$ cat src/common/dds_pkg.sv
// constants shared by the phase accumulator synthesizer files
package dds_pkg;
  // datapath widths
  localparam int ACC_W = 24;          // phase accumulator width
  localparam int SET_W = 22;          // frequency setting width
  localparam int DEV_W = 8;           // fsk deviation width
  localparam int DEV_SHIFT = 2;       // deviation weight is four
  localparam int LUT_AW = 8;          // sine table address width
  localparam int QTR_AW = 6;          // quarter-wave table address width
  localparam int MAG_W = 10;          // quarter-wave magnitude width
  localparam int DAC_W = 11;          // dac sample width
  localparam int ADR_W = 8;           // wishbone byte address width
  localparam int GAIN_W = 3;          // acquisition gain field width
  localparam int PIN_N = 4;           // synchronised input pins

  // register byte offsets
  localparam logic [ADR_W-1:0] REG_FREQ0 = 8'h00; // mode0 setting
  localparam logic [ADR_W-1:0] REG_FREQ1 = 8'h04; // mode1 setting
  localparam logic [ADR_W-1:0] REG_CTRL = 8'h08;  // control word
  localparam logic [ADR_W-1:0] REG_STAT = 8'h0C;  // pin and loop status
  localparam logic [ADR_W-1:0] REG_PHASE = 8'h10; // live accumulator
  localparam logic [ADR_W-1:0] REG_WORD = 8'h14;  // effective freq word

  // control word field positions
  localparam int CTRL_DEV_LSB = 0;    // fsk_deviation_value [7:0]
  localparam int CTRL_MOD_SEL = 16;   // modulation_select_bit, 0 = fsk
  localparam int CTRL_PRESC = 17;     // 0 = divide by 256, 1 = by 512
  localparam int CTRL_GAIN_LSB = 18;  // acquisition_gain_field [20:18]
  localparam int CTRL_VCO_EN = 21;    // vco_enable_bit

  // status word bit positions
  localparam int STAT_MODE = 0;       // synchronised mode pin
  localparam int STAT_TXD = 1;        // synchronised transmit data pin
  localparam int STAT_LOCK = 2;       // synchronised loop lock pin
  localparam int STAT_FSK = 3;        // deviation currently added

  // writable bits and reset values
  localparam logic [31:0] FREQ_MASK = 32'h003FFFFF;
  localparam logic [31:0] CTRL_MASK = 32'h003F00FF;
  localparam logic [SET_W-1:0] FREQ_RST = 22'h000000;
  localparam logic [31:0] CTRL_RST = 32'h00000000;
endpackage

$ cat src/dds_phase_acc.sv
// phase accumulator synthesizer with two settings and fsk offset
// Contract
// - a 24-bit phase accumulator advances on every reference clock cycle outside standby
// - each clock outside standby adds the frequency word and wraps at full range
// - accumulator output addresses a sine table feeding the dac
// - each frequency setting is 22 bits with two zero top bits
// - two independent settings are kept, one per mode
// - the mode pin selects which setting drives the frequency word
// - deviation applies only while the modulation select bit is zero
// - the 8-bit deviation enters shifted left two places
// - transmit data high adds four times deviation to the setting
// - setting registers keep their values through standby
// - a control bit selects feedback prescaler 256 or 512
// - a three-bit gain field scales acquisition pulses while unlocked
// - the acquisition pump runs only while the loop is unlocked
`timescale 1ns/1ns
module dds_phase_acc
  import dds_pkg::*;
(
  input wire logic clk_i,             // 250 mhz reference clock
  input wire logic rst_i,             // synchronous reset, active high
  input wire logic wb_cyc_i,          // wishbone cycle
  input wire logic wb_stb_i,          // wishbone strobe
  input wire logic wb_we_i,           // wishbone write enable
  input wire logic [ADR_W-1:0] wb_adr_i, // wishbone byte address
  input wire logic [3:0] wb_sel_i,    // wishbone byte lanes
  input wire logic [31:0] wb_dat_i,   // wishbone write data
  output logic [31:0] wb_dat_o,       // wishbone read data
  output logic wb_ack_o,              // wishbone acknowledge
  input wire logic mode_i,            // mode pin, 1 selects mode1
  input wire logic tx_data_i,         // transmit data pin
  input wire logic pll_lock_i,        // loop lock indication
  input wire logic standby_i,         // standby, accumulator halts
  output logic [DAC_W-1:0] dac_data_o, // sample to the dac
  output logic prescaler_512_o,       // 1 = divide by 512
  output logic [GAIN_W-1:0] acq_gain_o, // acquisition gain, 0 when locked
  output logic acq_pump_en_o,         // acquisition pump enable
  output logic vco_enable_o           // internal vco enable
);
  // register state
  logic [SET_W-1:0] freq0_r;
  logic [SET_W-1:0] freq1_r;
  logic [31:0] ctrl_r;
  logic [ACC_W-1:0] acc_r;
  logic [ACC_W-1:0] acc_nxt;
  logic ack_r;
  logic [31:0] rdat_r;
  logic [GAIN_W-1:0] gain_r;
  logic pump_r;

  // synchronised pins
  logic [PIN_N-1:0] pin_raw_w;
  logic [PIN_N-1:0] pin_s_w;
  logic mode_s;
  logic txd_s;
  logic lock_s;
  logic stby_s;

  // bus decode
  logic req_w;
  logic wr_en_w;
  logic hit_f0_w;
  logic hit_f1_w;
  logic hit_ctrl_w;
  logic hit_stat_w;
  logic hit_phase_w;
  logic hit_word_w;
  logic [31:0] rd_mux_w;
  logic [31:0] f0_wr_w;
  logic [31:0] f1_wr_w;
  logic [31:0] ctrl_wr_w;

  // datapath
  logic [ACC_W-1:0] freq_sel_w;
  logic [ACC_W-1:0] dev_word_w;
  logic fsk_on_w;
  logic [ACC_W-1:0] word_w;
  logic [ACC_W-1:0] acc_sum_w;
  logic [31:0] status_w;

  // byte-lane merge of write data into an old register value
  function automatic logic [31:0] wmerge(input logic [31:0] old,
                                         input logic [31:0] din,
                                         input logic [3:0] sel);
    logic [31:0] r;
    r = old;
    for (int b = 0; b < 4; b++) begin
      if (sel[b]) begin
        r[8*b +: 8] = din[8*b +: 8];
      end
    end
    return r;
  endfunction

  // all external levels pass the three-stage synchroniser
  assign pin_raw_w = {standby_i, pll_lock_i, tx_data_i, mode_i};
  dds_pin_sync #(
    .W(PIN_N)
  ) u_sync (
    .clk_i(clk_i),
    .rst_i(rst_i),
    .pin_i(pin_raw_w),
    .pin_o(pin_s_w)
  );
  assign mode_s = pin_s_w[0];
  assign txd_s = pin_s_w[1];
  assign lock_s = pin_s_w[2];
  assign stby_s = pin_s_w[3];

  // wishbone decode: every access is acknowledged, unmapped reads zero
  assign req_w = wb_cyc_i & wb_stb_i;
  assign wr_en_w = req_w & wb_we_i & ack_r;
  assign hit_f0_w = wb_adr_i == REG_FREQ0;
  assign hit_f1_w = wb_adr_i == REG_FREQ1;
  assign hit_ctrl_w = wb_adr_i == REG_CTRL;
  assign hit_stat_w = wb_adr_i == REG_STAT;
  assign hit_phase_w = wb_adr_i == REG_PHASE;
  assign hit_word_w = wb_adr_i == REG_WORD;

  // merged write values, bits outside each field stay zero
  assign f0_wr_w = wmerge({10'h000, freq0_r}, wb_dat_i, wb_sel_i)
                   & FREQ_MASK;
  assign f1_wr_w = wmerge({10'h000, freq1_r}, wb_dat_i, wb_sel_i)
                   & FREQ_MASK;
  assign ctrl_wr_w = wmerge(ctrl_r, wb_dat_i, wb_sel_i) & CTRL_MASK;

  // status word shows the block's own view of its pins
  assign status_w = {28'h0000000, fsk_on_w, lock_s, txd_s, mode_s};

  // read selection
  assign rd_mux_w = hit_f0_w ? {10'h000, freq0_r} :
                    hit_f1_w ? {10'h000, freq1_r} :
                    hit_ctrl_w ? ctrl_r :
                    hit_stat_w ? status_w :
                    hit_phase_w ? {8'h00, acc_r} :
                    hit_word_w ? {8'h00, word_w} : 32'h00000000;

  // one wait state: ack one cycle after the request, then dropped
  always_ff @(posedge clk_i) begin
    if (rst_i) begin
      ack_r <= 1'b0;
      rdat_r <= 32'h00000000;
    end else begin
      ack_r <= req_w & ~ack_r;
      if (req_w & ~ack_r) begin
        rdat_r <= rd_mux_w;
      end
    end
  end
  assign wb_ack_o = ack_r;
  assign wb_dat_o = rdat_r;

  // static setting registers, only a write or reset alters them
  always_ff @(posedge clk_i) begin
    if (rst_i) begin
      freq0_r <= FREQ_RST;
      freq1_r <= FREQ_RST;
      ctrl_r <= CTRL_RST;
    end else if (wr_en_w) begin
      if (hit_f0_w) begin
        freq0_r <= f0_wr_w[SET_W-1:0];
      end
      if (hit_f1_w) begin
        freq1_r <= f1_wr_w[SET_W-1:0];
      end
      if (hit_ctrl_w) begin
        ctrl_r <= ctrl_wr_w;
      end
    end
  end

  // mode pin picks the setting, top two bits forced to zero
  assign freq_sel_w = mode_s ? {2'b00, freq1_r}
                             : {2'b00, freq0_r};
  // deviation weighted by four in the frequency word
  assign dev_word_w = {{(ACC_W-DEV_W-DEV_SHIFT){1'b0}},
                       ctrl_r[CTRL_DEV_LSB +: DEV_W], 2'b00};
  // offset only in fsk mode with transmit data high
  assign fsk_on_w = ~ctrl_r[CTRL_MOD_SEL] & txd_s;
  assign word_w = fsk_on_w ? freq_sel_w + dev_word_w
                           : freq_sel_w;
  // modulo 2^24 sum wraps naturally
  assign acc_sum_w = acc_r + word_w;
  assign acc_nxt = stby_s ? acc_r : acc_sum_w;

  // phase accumulator, one step per reference cycle
  always_ff @(posedge clk_i) begin
    if (rst_i) begin
      acc_r <= '0;
    end else begin
      acc_r <= acc_nxt;
    end
  end

  // top accumulator bits address the sine table
  dds_sine_rom u_rom (
    .clk_i(clk_i),
    .rst_i(rst_i),
    .phase_i(acc_r[ACC_W-1 -: LUT_AW]),
    .sample_o(dac_data_o)
  );

  // analogue loop controls, pump and gain only while unlocked
  always_ff @(posedge clk_i) begin
    if (rst_i) begin
      gain_r <= '0;
      pump_r <= 1'b0;
    end else begin
      pump_r <= ~lock_s;
      gain_r <= lock_s ? '0 : ctrl_r[CTRL_GAIN_LSB +: GAIN_W];
    end
  end
  assign acq_gain_o = gain_r;
  assign acq_pump_en_o = pump_r;
  assign prescaler_512_o = ctrl_r[CTRL_PRESC];
  assign vco_enable_o = ctrl_r[CTRL_VCO_EN];
endmodule

$ cat src/dds_pin_sync.sv
// three-stage synchroniser with agreement filter for pin inputs
`timescale 1ns/1ns
module dds_pin_sync
  import dds_pkg::*;
#(
  parameter int W = 1                 // number of pins
) (
  input wire logic clk_i,             // system clock
  input wire logic rst_i,             // synchronous reset, active high
  input wire logic [W-1:0] pin_i,     // asynchronous pin levels
  output logic [W-1:0] pin_o          // filtered synchronous levels
);
  logic [W-1:0] s1_r;
  logic [W-1:0] s2_r;
  logic [W-1:0] s3_r;
  logic [W-1:0] q_r;
  logic [W-1:0] agree_w;

  // stages two and three agreeing marks a settled change
  assign agree_w = ~(s2_r ^ s3_r);
  assign pin_o = q_r;

  // the first stage feeds only the second
  always_ff @(posedge clk_i) begin
    if (rst_i) begin
      s1_r <= '0;
      s2_r <= '0;
      s3_r <= '0;
      q_r <= '0;
    end else begin
      s1_r <= pin_i;
      s2_r <= s1_r;
      s3_r <= s2_r;
      q_r <= (s3_r & agree_w) | (q_r & ~agree_w);
    end
  end
endmodule

$ cat src/dds_sine_rom.sv
// quarter-wave sine lookup feeding the dac sample register
`timescale 1ns/1ns
module dds_sine_rom
  import dds_pkg::*;
(
  input wire logic clk_i,             // system clock
  input wire logic rst_i,             // synchronous reset, active high
  input wire logic [LUT_AW-1:0] phase_i, // top accumulator bits
  output logic [DAC_W-1:0] sample_o   // offset-binary dac code
);
  // magnitudes of one quarter period, sampled at half-step centres
  localparam logic [MAG_W-1:0] QTAB [64] = '{
    10'h00D, 10'h026, 10'h03F, 10'h058, 10'h071, 10'h08A, 10'h0A3, 10'h0BB,
    10'h0D4, 10'h0EC, 10'h105, 10'h11D, 10'h135, 10'h14D, 10'h164, 10'h17C,
    10'h193, 10'h1AA, 10'h1C1, 10'h1D7, 10'h1ED, 10'h203, 10'h219, 10'h22E,
    10'h243, 10'h257, 10'h26B, 10'h27F, 10'h293, 10'h2A6, 10'h2B8, 10'h2CA,
    10'h2DC, 10'h2EE, 10'h2FE, 10'h30F, 10'h31F, 10'h32E, 10'h33D, 10'h34C,
    10'h35A, 10'h367, 10'h374, 10'h380, 10'h38C, 10'h397, 10'h3A2, 10'h3AC,
    10'h3B6, 10'h3BF, 10'h3C7, 10'h3CF, 10'h3D7, 10'h3DD, 10'h3E3, 10'h3E9,
    10'h3EE, 10'h3F2, 10'h3F6, 10'h3F9, 10'h3FB, 10'h3FD, 10'h3FE, 10'h3FF};
  localparam logic [DAC_W-1:0] MID = 11'h400; // zero level of the dac
  localparam logic [DAC_W-1:0] LOW = 11'h3FF; // base of negative half

  logic [QTR_AW-1:0] idx_w;
  logic [DAC_W-1:0] mag_w;
  logic [DAC_W-1:0] code_w;
  logic [DAC_W-1:0] sample_r;

  // second and fourth quarters read the table backwards
  assign idx_w = phase_i[LUT_AW-2] ? ~phase_i[QTR_AW-1:0]
                                   : phase_i[QTR_AW-1:0];
  assign mag_w = {1'b0, QTAB[idx_w]};
  // negative half mirrors below mid-scale
  assign code_w = phase_i[LUT_AW-1] ? LOW - mag_w : MID + mag_w;
  assign sample_o = sample_r;

  // registered table output drives the dac
  always_ff @(posedge clk_i) begin
    if (rst_i) begin
      sample_r <= MID;
    end else begin
      sample_r <= code_w;
    end
  end
endmodule

$ cat config.mk
export PLATFORM = sky130hd
export DESIGN_NAME = dds_phase_acc
export DESIGN_NICKNAME = d
export VERILOG_FILES = /design/src/common/dds_pkg.sv /design/src/dds_phase_acc.sv /design/src/dds_pin_sync.sv /design/src/dds_sine_rom.sv
export SDC_FILE = /design/constraint.sdc
export NUM_CORES = 1
export LEC_CHECK = 0
export BUFFER_PORTS_ARGS = -buffer_cell sky130_fd_sc_hd__buf_2
export CORE_ASPECT_RATIO = 1.1
export CORE_MARGIN = 2
export CORE_UTILIZATION = 55
export DETAILED_ROUTE_END_ITERATION = 10
export PLACE_DENSITY = 0.84
export REMOVE_ABC_BUFFERS = 1
export SYNTH_ARGS = -nofsm -noshare
export SYNTH_HDL_FRONTEND = slang
export SYNTH_SLANG_ARGS = --single-unit
$ cat constraint.sdc
create_clock -name clk_i -period 5.8 [get_ports clk_i]
set_input_delay 0.58 -clock clk_i [delete_from_list [all_inputs] [get_ports clk_i]]
set_output_delay 0.58 -clock clk_i [all_outputs]
set_load 0.1 [all_outputs]
======== After elaboration in Yosys (flattened, before gate mapping) ========
Memories as Yosys holds them, arrays and structs flattened.
Cells that the tools add are included.
word-level totals
  register bits ........................... 146
  memories ................................ 1
  word-level logic and storage cells ...... 67
  input port bits ......................... 53
  output and inout bits ................... 50
  bits in read-only memories .............. 640
operators by class
  muxes and demuxes ....................... 12
  eq/ne operators ......................... 5
  reduce and logical (&&, ||, !) cells .... 10
  $add $sub $neg .......................... 4
  bitwise gates (word level) .............. 16
  magnitude comparators ................... 1
memories
  memory           depth  bits a word  read ports  clocked after memory_dff  write ports  line                text
  (no name shown)  64     10           1           0                         0            dds_sine_rom.sv:32  assign mag_w = {1'b0, QTAB[idx_w]};
operator list
  kind                                                                   count
  24-bit two-way mux                                                     6
  24-bit by 23-bit adder with 24-bit output                              1
  3-bit AND reduction                                                    8
  22-bit by 10-bit adder with 23-bit output                              1
  23-bit two-way mux                                                     1
  22-bit two-way mux                                                     1
  10-bit two-way mux                                                     2
  8-bit by 4-bit equality test with 1-bit output, second input constant  2
  8-bit by 5-bit equality test with 1-bit output, second input constant  2
  11-bit by 10-bit adder with 11-bit output, first input constant        1
  11-bit two-way mux                                                     1
  10-bit by 10-bit subtractor with 11-bit output, first input constant   1
  4-bit bitwise AND                                                      2
  8-bit by 3-bit equality test with 1-bit output, second input constant  1
  8-bit zero test                                                        1
  4-bit inverter                                                         2
  7-bit >= comparator, second input constant                             1
  6-bit inverter with 7-bit output                                       1
  6-bit two-way mux                                                      1
  6-bit inverter                                                         1
  1-bit bitwise AND                                                      5
  4-bit bitwise OR                                                       1
  4-bit bitwise XOR                                                      1
  1-bit inverter                                                         3
  2-bit OR reduction                                                     1

======== Longest topological paths before layout ========
Gate-level depths: netlist (run 1).
  depth after elaboration ................. 9
  mapped depth ............................ 22
  depth with buffers taken out ............ 20

======== Modules after synthesis ========
From an unflattened synthesis (run 1), not the netlist that was laid out.
unflattened totals
  cells, all modules ...................... 1207
  area, all modules ....................... 9645.5 um^2
by module, submodules not included
  module         times used  sequential area each (um^2)  area each (um^2)  cells each
  dds_phase_acc  1           2222.1                       7026.7            865
  dds_sine_rom   1           220.2                        2132.0            301
  dds_pin_sync   1           320.3                        486.7             41

======== Worst setup path after synthesis (run 1) ========
No wires, ideal clock.
  path kind ............................... reg-to-reg
  start ................................... reg with a tool-made name
  end ..................................... reg acc_r[22]
  required time ........................... 5666 ps
  cell stages (with the launch flop) ...... 21
  path buffers ............................ 4
  arrival time ............................ 4299 ps
  setup time .............................. 134 ps
  clock period less this slack ............ 4432 ps
  setup slack ............................. 1368 ps
  cell sequence ........................... dfxtp_1 > buf_2 > buf_2 > buf_2 > mux2_2 > ha_1 > nor3_1 > nor2_1 > a21oi_1 > o21ai_0 > nand2_1 > xor2_1 > ha_1 > clkbuf_1 > nand4_1 > or3_1 > o211ai_1 > o31ai_1 > o21ai_0 > xnor2_1 > o22ai_1
RTL lines
  item                  line                  text
  to (signal assigned)  dds_phase_acc.sv:191  acc_r <= acc_nxt;
  to (decl)             dds_phase_acc.sv:44   logic [ACC_W-1:0] acc_r;

==> results of run 1 <==
## cell usage in the layout, fill, tap and decap left out, drive strengths merged, types with 22 or more instances in the layout
cell type / netlist / final
a21oi: 85 / 85
o21ai: 58 / 58
xor2: 34 / 34
mux2i: 84 / 84
nand2: 89 / 89
nor2: 170 / 170
nor3: 22 / 22
inv: 24 / 31
nor2b: 22 / 22
ha: 44 / 44
dfxtp: 138 / 138
buf: 31 / 97
## sequential cells by signal, summed over array words and instances (netlist names), named ones only
register and flops:
acc_r 24, acq_gain_o 3, acq_pump_en_o 1, ctrl_r 14, freq0_r 22, freq1_r 22
u_rom.sample_o 11, u_sync.s1_r 4, u_sync.s2_r 4, u_sync.s3_r 4, wb_ack_o 1, wb_dat_o 24
## metrics by stage
step                      power [mW]  hold slack, ns  util [%]
final                           2.20           0.357      63.0
after detailed placement        1.15           0.430      59.3
after global routing            2.25           0.356      63.0
after floorplan                 1.09           0.414         -
after global placement          1.15           0.416      59.3
after CTS                       2.20           0.353      63.0
## layer usage
layer | global-route usage, % | up-vias
met1 | 34.5 | 3989
li1 | - | 4002
met3 | 5.20 | 85
met2 | 50.0 | 438
met5 | 0 | -
met4 | 14.1 | 0
## critical path, stage by stage (launching register included)
cell and delay, ns:
dfxtp_1 0.79, mux2_2 0.31, ha_1 0.21, inv_1 0.08, fa_1 0.41, nor2b_1 0.14
o21ai_0 0.14, a21oi_1 0.31, o21ba_2 0.31, nand2_1 0.10, xor2_1 0.15, o21ai_0 0.35
ha_1 0.37, nand4_1 0.15, o221ai_1 0.15, a21oi_1 0.32, o221ai_1 0.26, a31oi_1 0.38
mux2i_1 0.25
## power by group
part	switching [mW]	internal, mW
sequential	0.00518	0.958
combinational	0.131	0.0336
clock	0.447	0.623
## worst max path at each step
stage                              to  slack (ns)  cells after the start
2_1_floorplan  acc_r[22]$_SDFFE_PP0N_        1.16                     19
3_3_place_gp   acc_r[22]$_SDFFE_PP0N_        0.94                     19
3_5_place_dp   acc_r[22]$_SDFFE_PP0N_        0.81                     19
4_1_cts        acc_r[22]$_SDFFE_PP0N_        0.78                     19
5_1_grt        acc_r[22]$_SDFFE_PP0N_        0.42                     19
6_report       acc_r[23]$_SDFFE_PP0N_        0.55                     18
## layout make-up
class / instances / share of cell area (%)
well taps: 200 / 2.52
flip-flops and latches: 138 / 27.8
clock buffers: 19 / 4.55
clock inverters: 13 / 1.31
multi-input cells: 865 / 57.7
repair buffers: 97 / 5.26
inverters: 25 / 0.943
## cells by family after synthesis
group,count (synthesis),synth area share (%)
flip-flops,138,31.0
multiplexers,96,11.1
adder cells (fa/ha/maj),46,6.63
XOR/XNOR,55,5.62
other,1,0.0421
AO/OA/AOI/OAI,278,20.1
buffers and inverters,101,5.10
AND/OR/NAND/NOR,382,20.4
==> run metrics, run 1 <==
CP Data Arrival Time about 5.6 ns; synthesis-stage register bit count between 100 and 150; Clock Path Buffers 2; fill count roughly 1.3k; share of layout cells above drive strength 1 around 14%; Hold Crit Depth 2; Slew Limit Fails 0; port bufs 83; Post-synth EDFFs 0; Synth Instances between 1k and 1.5k; async set or reset register ratio after synthesis 0%; Clk Latency, worst-skew pair 0.43 ns; Worst Slack Setup Final about 0.55 ns; multi-input logic area ~5700 µm²; die footprint between 15000 and 20000 µm²; worst endpoint required time ~6.2 ns; vias ~8.5k; H-tree Lvls 4; Yosys cell types 74; Yosys warning count 0; worst clock skew ~0.0093 ns; Max Fclk 0.190 GHz; Met2 Routed Length about 12000 µm; kind of critical path reg2reg; worst-path maximum fanout 14; WL final about 25000 µm; Initial Util a little under three fifths; most common cell in the netlist nor2_1; Hold Path End u_sync.s1_r[2]$_SDFF_PP0_; Detail Placement HPWL around 18000 µm; CP Launch Type flip-flop; pin count of the biggest net entering global routing 56; GPL Wtd Cong 1.03; Worst slew margin between 10% and 20%; GRT Total Usage 28.7%; diodes inserted 0; unrepaired setup endpoints after global routing false; DP Worst Slack 0.810 ns; grt ovf 0; R2R Path End acc_r[23]$_SDFFE_PP0N_; area delta synth->final 11.6%; max_cap viols 0; cts hold-fix bufs 0; Leak about 4.0 nW; antenna viol nets, final 0; Routed met3 length approximately 1800 µm; core footprint about 16000 µm²; Hold/Removal Path Class in2reg; post-CTS resize count 0; Sink Count around 140; FF-to-FF path depth 18; clock-pin slew on the worst setup and hold paths roughly 0.06 ns; Setup TNS 0 ns; postcts setup bufs 0; syn avg cell area around 8.1 µm²; sequential cell area 2760 µm²; Worst Tran Pin Value 1.20 ns; Root Driver clkbuf_16; synthesized cell area 8910 µm²; Power Dens Cells about 220 nW/µm²; Hold Vio Cnt, Final 0; M1 WL 10100 µm; Area contributors post-synth dfxtp_1 31%, mux2i_1 9.4%, nor2_1 6.9%; wire per inst about 18 µm; dominant cell type by area after synthesis dfxtp_1; DRT iter0 DRCs 723; Worst R2R Setup Slack roughly 0.55 ns; Final setup viols 0; Die X 125 µm; period utilisation layout 90.6%; register area share after synthesis a little under a third; CTS tree built; vias in the first global route 8064; Final Critical Period between 5 and 6 ns; Finished Cell Area approximately 9900 µm²; NumNets Final between 1k and 1.5k; antenna violations before repair 0; # rows between 40 and 50; CTS buffer count 17; min-delay src pll_lock_i; dpl cell area between 9000 and 10000 µm²; outcome finished, final reports clean; top_reg_cell synth dfxtp_1; die height ~140 µm; top cell type's share of synthesized area around 31%; highest metal layer with signal wires met4; first-pass iteration count of the detailed router 6; Setup crit end kind flip-flop; num ports 103; most frequent cells after synthesis 163 x nor2_1, 138 x dfxtp_1, 88 x nand2_1; VDD IR max approximately 0.0002 V; first-pass GRT wire length 40000 µm; routed vias/inst approximately 6.3; fin cells roughly 1.4k; # DRC 0; Post-Place Cells 1325
Note: power is estimated with default switching activity, not from simulation.
==> run 2, diff against run 1 <==
--- a/config.mk
+++ b/config.mk
@@ -10,8 +10,9 @@
 export CORE_MARGIN = 2
 export CORE_UTILIZATION = 55
 export DETAILED_ROUTE_END_ITERATION = 10
-export PLACE_DENSITY = 0.84
+export PLACE_DENSITY = 0.75
 export REMOVE_ABC_BUFFERS = 1
 export SYNTH_ARGS = -nofsm -noshare
 export SYNTH_HDL_FRONTEND = slang
+export SYNTH_HIERARCHICAL = 1
 export SYNTH_SLANG_ARGS = --single-unit
==> run 2 against run 1 <==
- via count increased by 11%
- clock skew grew 0.010 ns
- flip-flop and latch count did not move
- global-route usage is 3.5 points higher
- final area increased by 7.3%
- synthesized cell count grew 10%
==> run metrics, run 2 <==
outcome finished, final reports clean; die footprint 18600 µm²; dominant cell type by area after synthesis dfxtp_1; Area contributors post-synth dfxtp_1 29%, mux2i_1 8.5%, ha_1 5.8%; # DRC 0; clock-pin slew on the worst setup and hold paths 0.07 ns; sw frac a little over a quarter; Post-synth EDFFs 0; Yosys warning count 6; multiplexer share of the synthesized area about 10%; CTS tree built; most frequent cells after synthesis 138 x dfxtp_1, 135 x nor2_1, 105 x nand2_1; area delta synth->final 10.6%; xor/xnor share of the synthesized area 3.89%; diodes inserted 0; kind of critical path reg2reg; most frequent cells in the layout 137 x dfxtp_1, 135 x nor2_1, 105 x nand2_1; Clock Path Buffers 2; largest family of logic cells by synthesized area compound AO/OA/AOI/OAI gates; period utilisation layout 89.2%; Yosys cell types 92; antenna violations before repair 1; Max Fclk between 0.15 and 0.2 GHz; vias in the first global route about 9k; Final Util a little over three fifths; Logic pwr share about 6.8%; pin count of the biggest net entering global routing 74; Post-Synth Adder-Cell Area approximately 6.3%; Final setup viols 0; Worst slew margin between 20 and 30%; most common cell in the netlist dfxtp_1; cts hold-fix bufs 0; syn avg cell area about 8.0 µm²; async set or reset register ratio after synthesis 0%; top_reg_cell synth dfxtp_1; H-tree Lvls 4; Setup crit end kind flip-flop; register area share after synthesis between 20 and 30%; GPL Wtd Cong 0.990; Hold/Removal Path Class in2reg; Die X 130 µm; antenna viol nets, final 0; Sink Count 138; Int Power 1.63 mW; Total Power 2.22 mW; routed vias/inst between 6 and 7; GRT Total Usage about a third; dpl cell area just over 10000 µm²; synthesized cell area about 9600 µm²; Clk Latency, worst-skew pair about 0.44 ns; VDD IR max between 0.00015 and 0.0002 V; num ports around 100; die height 143 µm; sequential power share 43.2%; DRT iter0 DRCs 820; Initial Util ~56%; # rows 50; Slew Limit Fails 0; Setup TNS 0 ns; Clk pwr share roughly half; CP Launch Type flip-flop; worst-path maximum fanout 13; share of layout cells above drive strength 1 14.3%; Leak roughly 4.2 nW; compound-cell area share of the yosys netlist between 20% and 30%; commonest non-fill, non-tap cell in the layout dfxtp_1; core footprint roughly 17000 µm²; postcts setup bufs 0; Synth Instances between 1k and 1.5k; synthesis-stage register bit count ~140; port bufs 83; CP Data Arrival Time between 5 and 6 ns; fin cells around 1.5k; Worst Tran Pin Value 1.11 ns; Root Driver clkbuf_16; Net Switching 0.591 mW; first-pass iteration count of the detailed router 8; Detail Placement HPWL between 20000 and 25000 µm; Synth Area in Simple Gates around a fifth; WL final between 20000 and 30000 µm; unrepaired setup endpoints after global routing false; Final Critical Period 5.17 ns; worst clock skew just under 0.02 ns; worst endpoint required time 6.12 ns; Finished Cell Area 10700 µm²; grt ovf 0; post-CTS resize count 0; Power Dens Cells 208 nW/µm²; CTS buffer count 17; top cell type's share of synthesized area between 20% and 30%; Post-Place Cells around 1.5k; first-pass GRT wire length around 47000 µm; NumNets Final between 1k and 1.5k; wire per inst approximately 20 µm; max_cap viols 0; vias about 9.4k; Hold Vio Cnt, Final 0
run 2: cell count changes after synthesis, sizes merged, moves of 10 or more:
cell,delta
nor2,-30
o21ai,+22
a21oi,+18
nand2,+18
xor2,-15
buf,+12
nand2b,+10
run 2: final timing paths:
check,start,end,slack (ns),depth (start not counted)
worst max-delay path,flip-flop,acc_r[22]$_SDFFE_PP0N_,0.63,14
worst min-delay path,pll_lock_i,u_sync/s1_r[2]$_SDFF_PP0_,0.34,2
worst max register to register,flip-flop,acc_r[22]$_SDFFE_PP0N_,0.63,14
worst min register to register,u_sync/s1_r[1]$_SDFF_PP0_,u_sync/s2_r[1]$_SDFF_PP0_,0.45,1
run 2: power groups by stage:
| stage | clock, mW | sequential [mW] | combinational [mW] |
|---|---|---|---|
| after floorplan | 0 | 1.02 | 0.0540 |
| final | 1.11 | 0.960 | 0.151 |
| after global placement | 0 | 0.981 | 0.147 |
| after global routing | 1.16 | 0.960 | 0.158 |
| after CTS | 1.12 | 0.960 | 0.149 |
| after detailed placement | 0 | 0.981 | 0.149 |
run 2: layer usage:
layer  vias up  part of all wire (%)  global-route usage [%]
met5         -                 0.057                       0
met4         2                   4.8                    17.9
met3       111                   7.2                    6.44
met2       437                    48                    54.3
met1      4407                    40                    38.2
li1       4467                     -                       -
run 2: worst max-delay path, stage by stage (launching register included):
cell and delay (ns):
dfxtp_1 0.76, mux2_2 0.43, ha_1 0.35, a2111oi_0 0.51
o21ai_0 0.23, a21o_1 0.32, nand2_1 0.12, xor2_1 0.27
ha_1 0.38, a21oi_1 0.16, o21ai_0 0.22, a2111oi_4 0.50
nor4_1 0.13, or4_1 0.41, a32o_1 0.25
run 2: cell families (layout without fill, tap and decap cells):
family / Yosys count / count (layout)
simple gates: 408 / 408
compound gates: 361 / 361
flops: 138 / 138
buf+inv: 115 / 163
mux: 95 / 95
fa+ha+maj: 47 / 47
xor+xnor: 42 / 42
other cells: 1 / 8
run 2: per-stage QoR:
stage / hold slack [ns] / setup WS, ns
floorplan: 0.423 / 0.973
global placement: 0.429 / 0.876
detailed placement: 0.435 / 0.794
CTS: 0.347 / 0.694
global route: 0.351 / 0.300
finish: 0.342 / 0.627
run 2: cell type report:
type / count / area [µm²]
Clock inverter: 14 / 159
Timing Repair Buffer: 98 / 531
Sequential cell: 138 / 2760
Tap cell: 234 / 293
Clock buffer: 18 / 429
Inverter: 33 / 124
Fill cell: 1536 / 6410
Multi-Input combinational cell: 961 / 6370
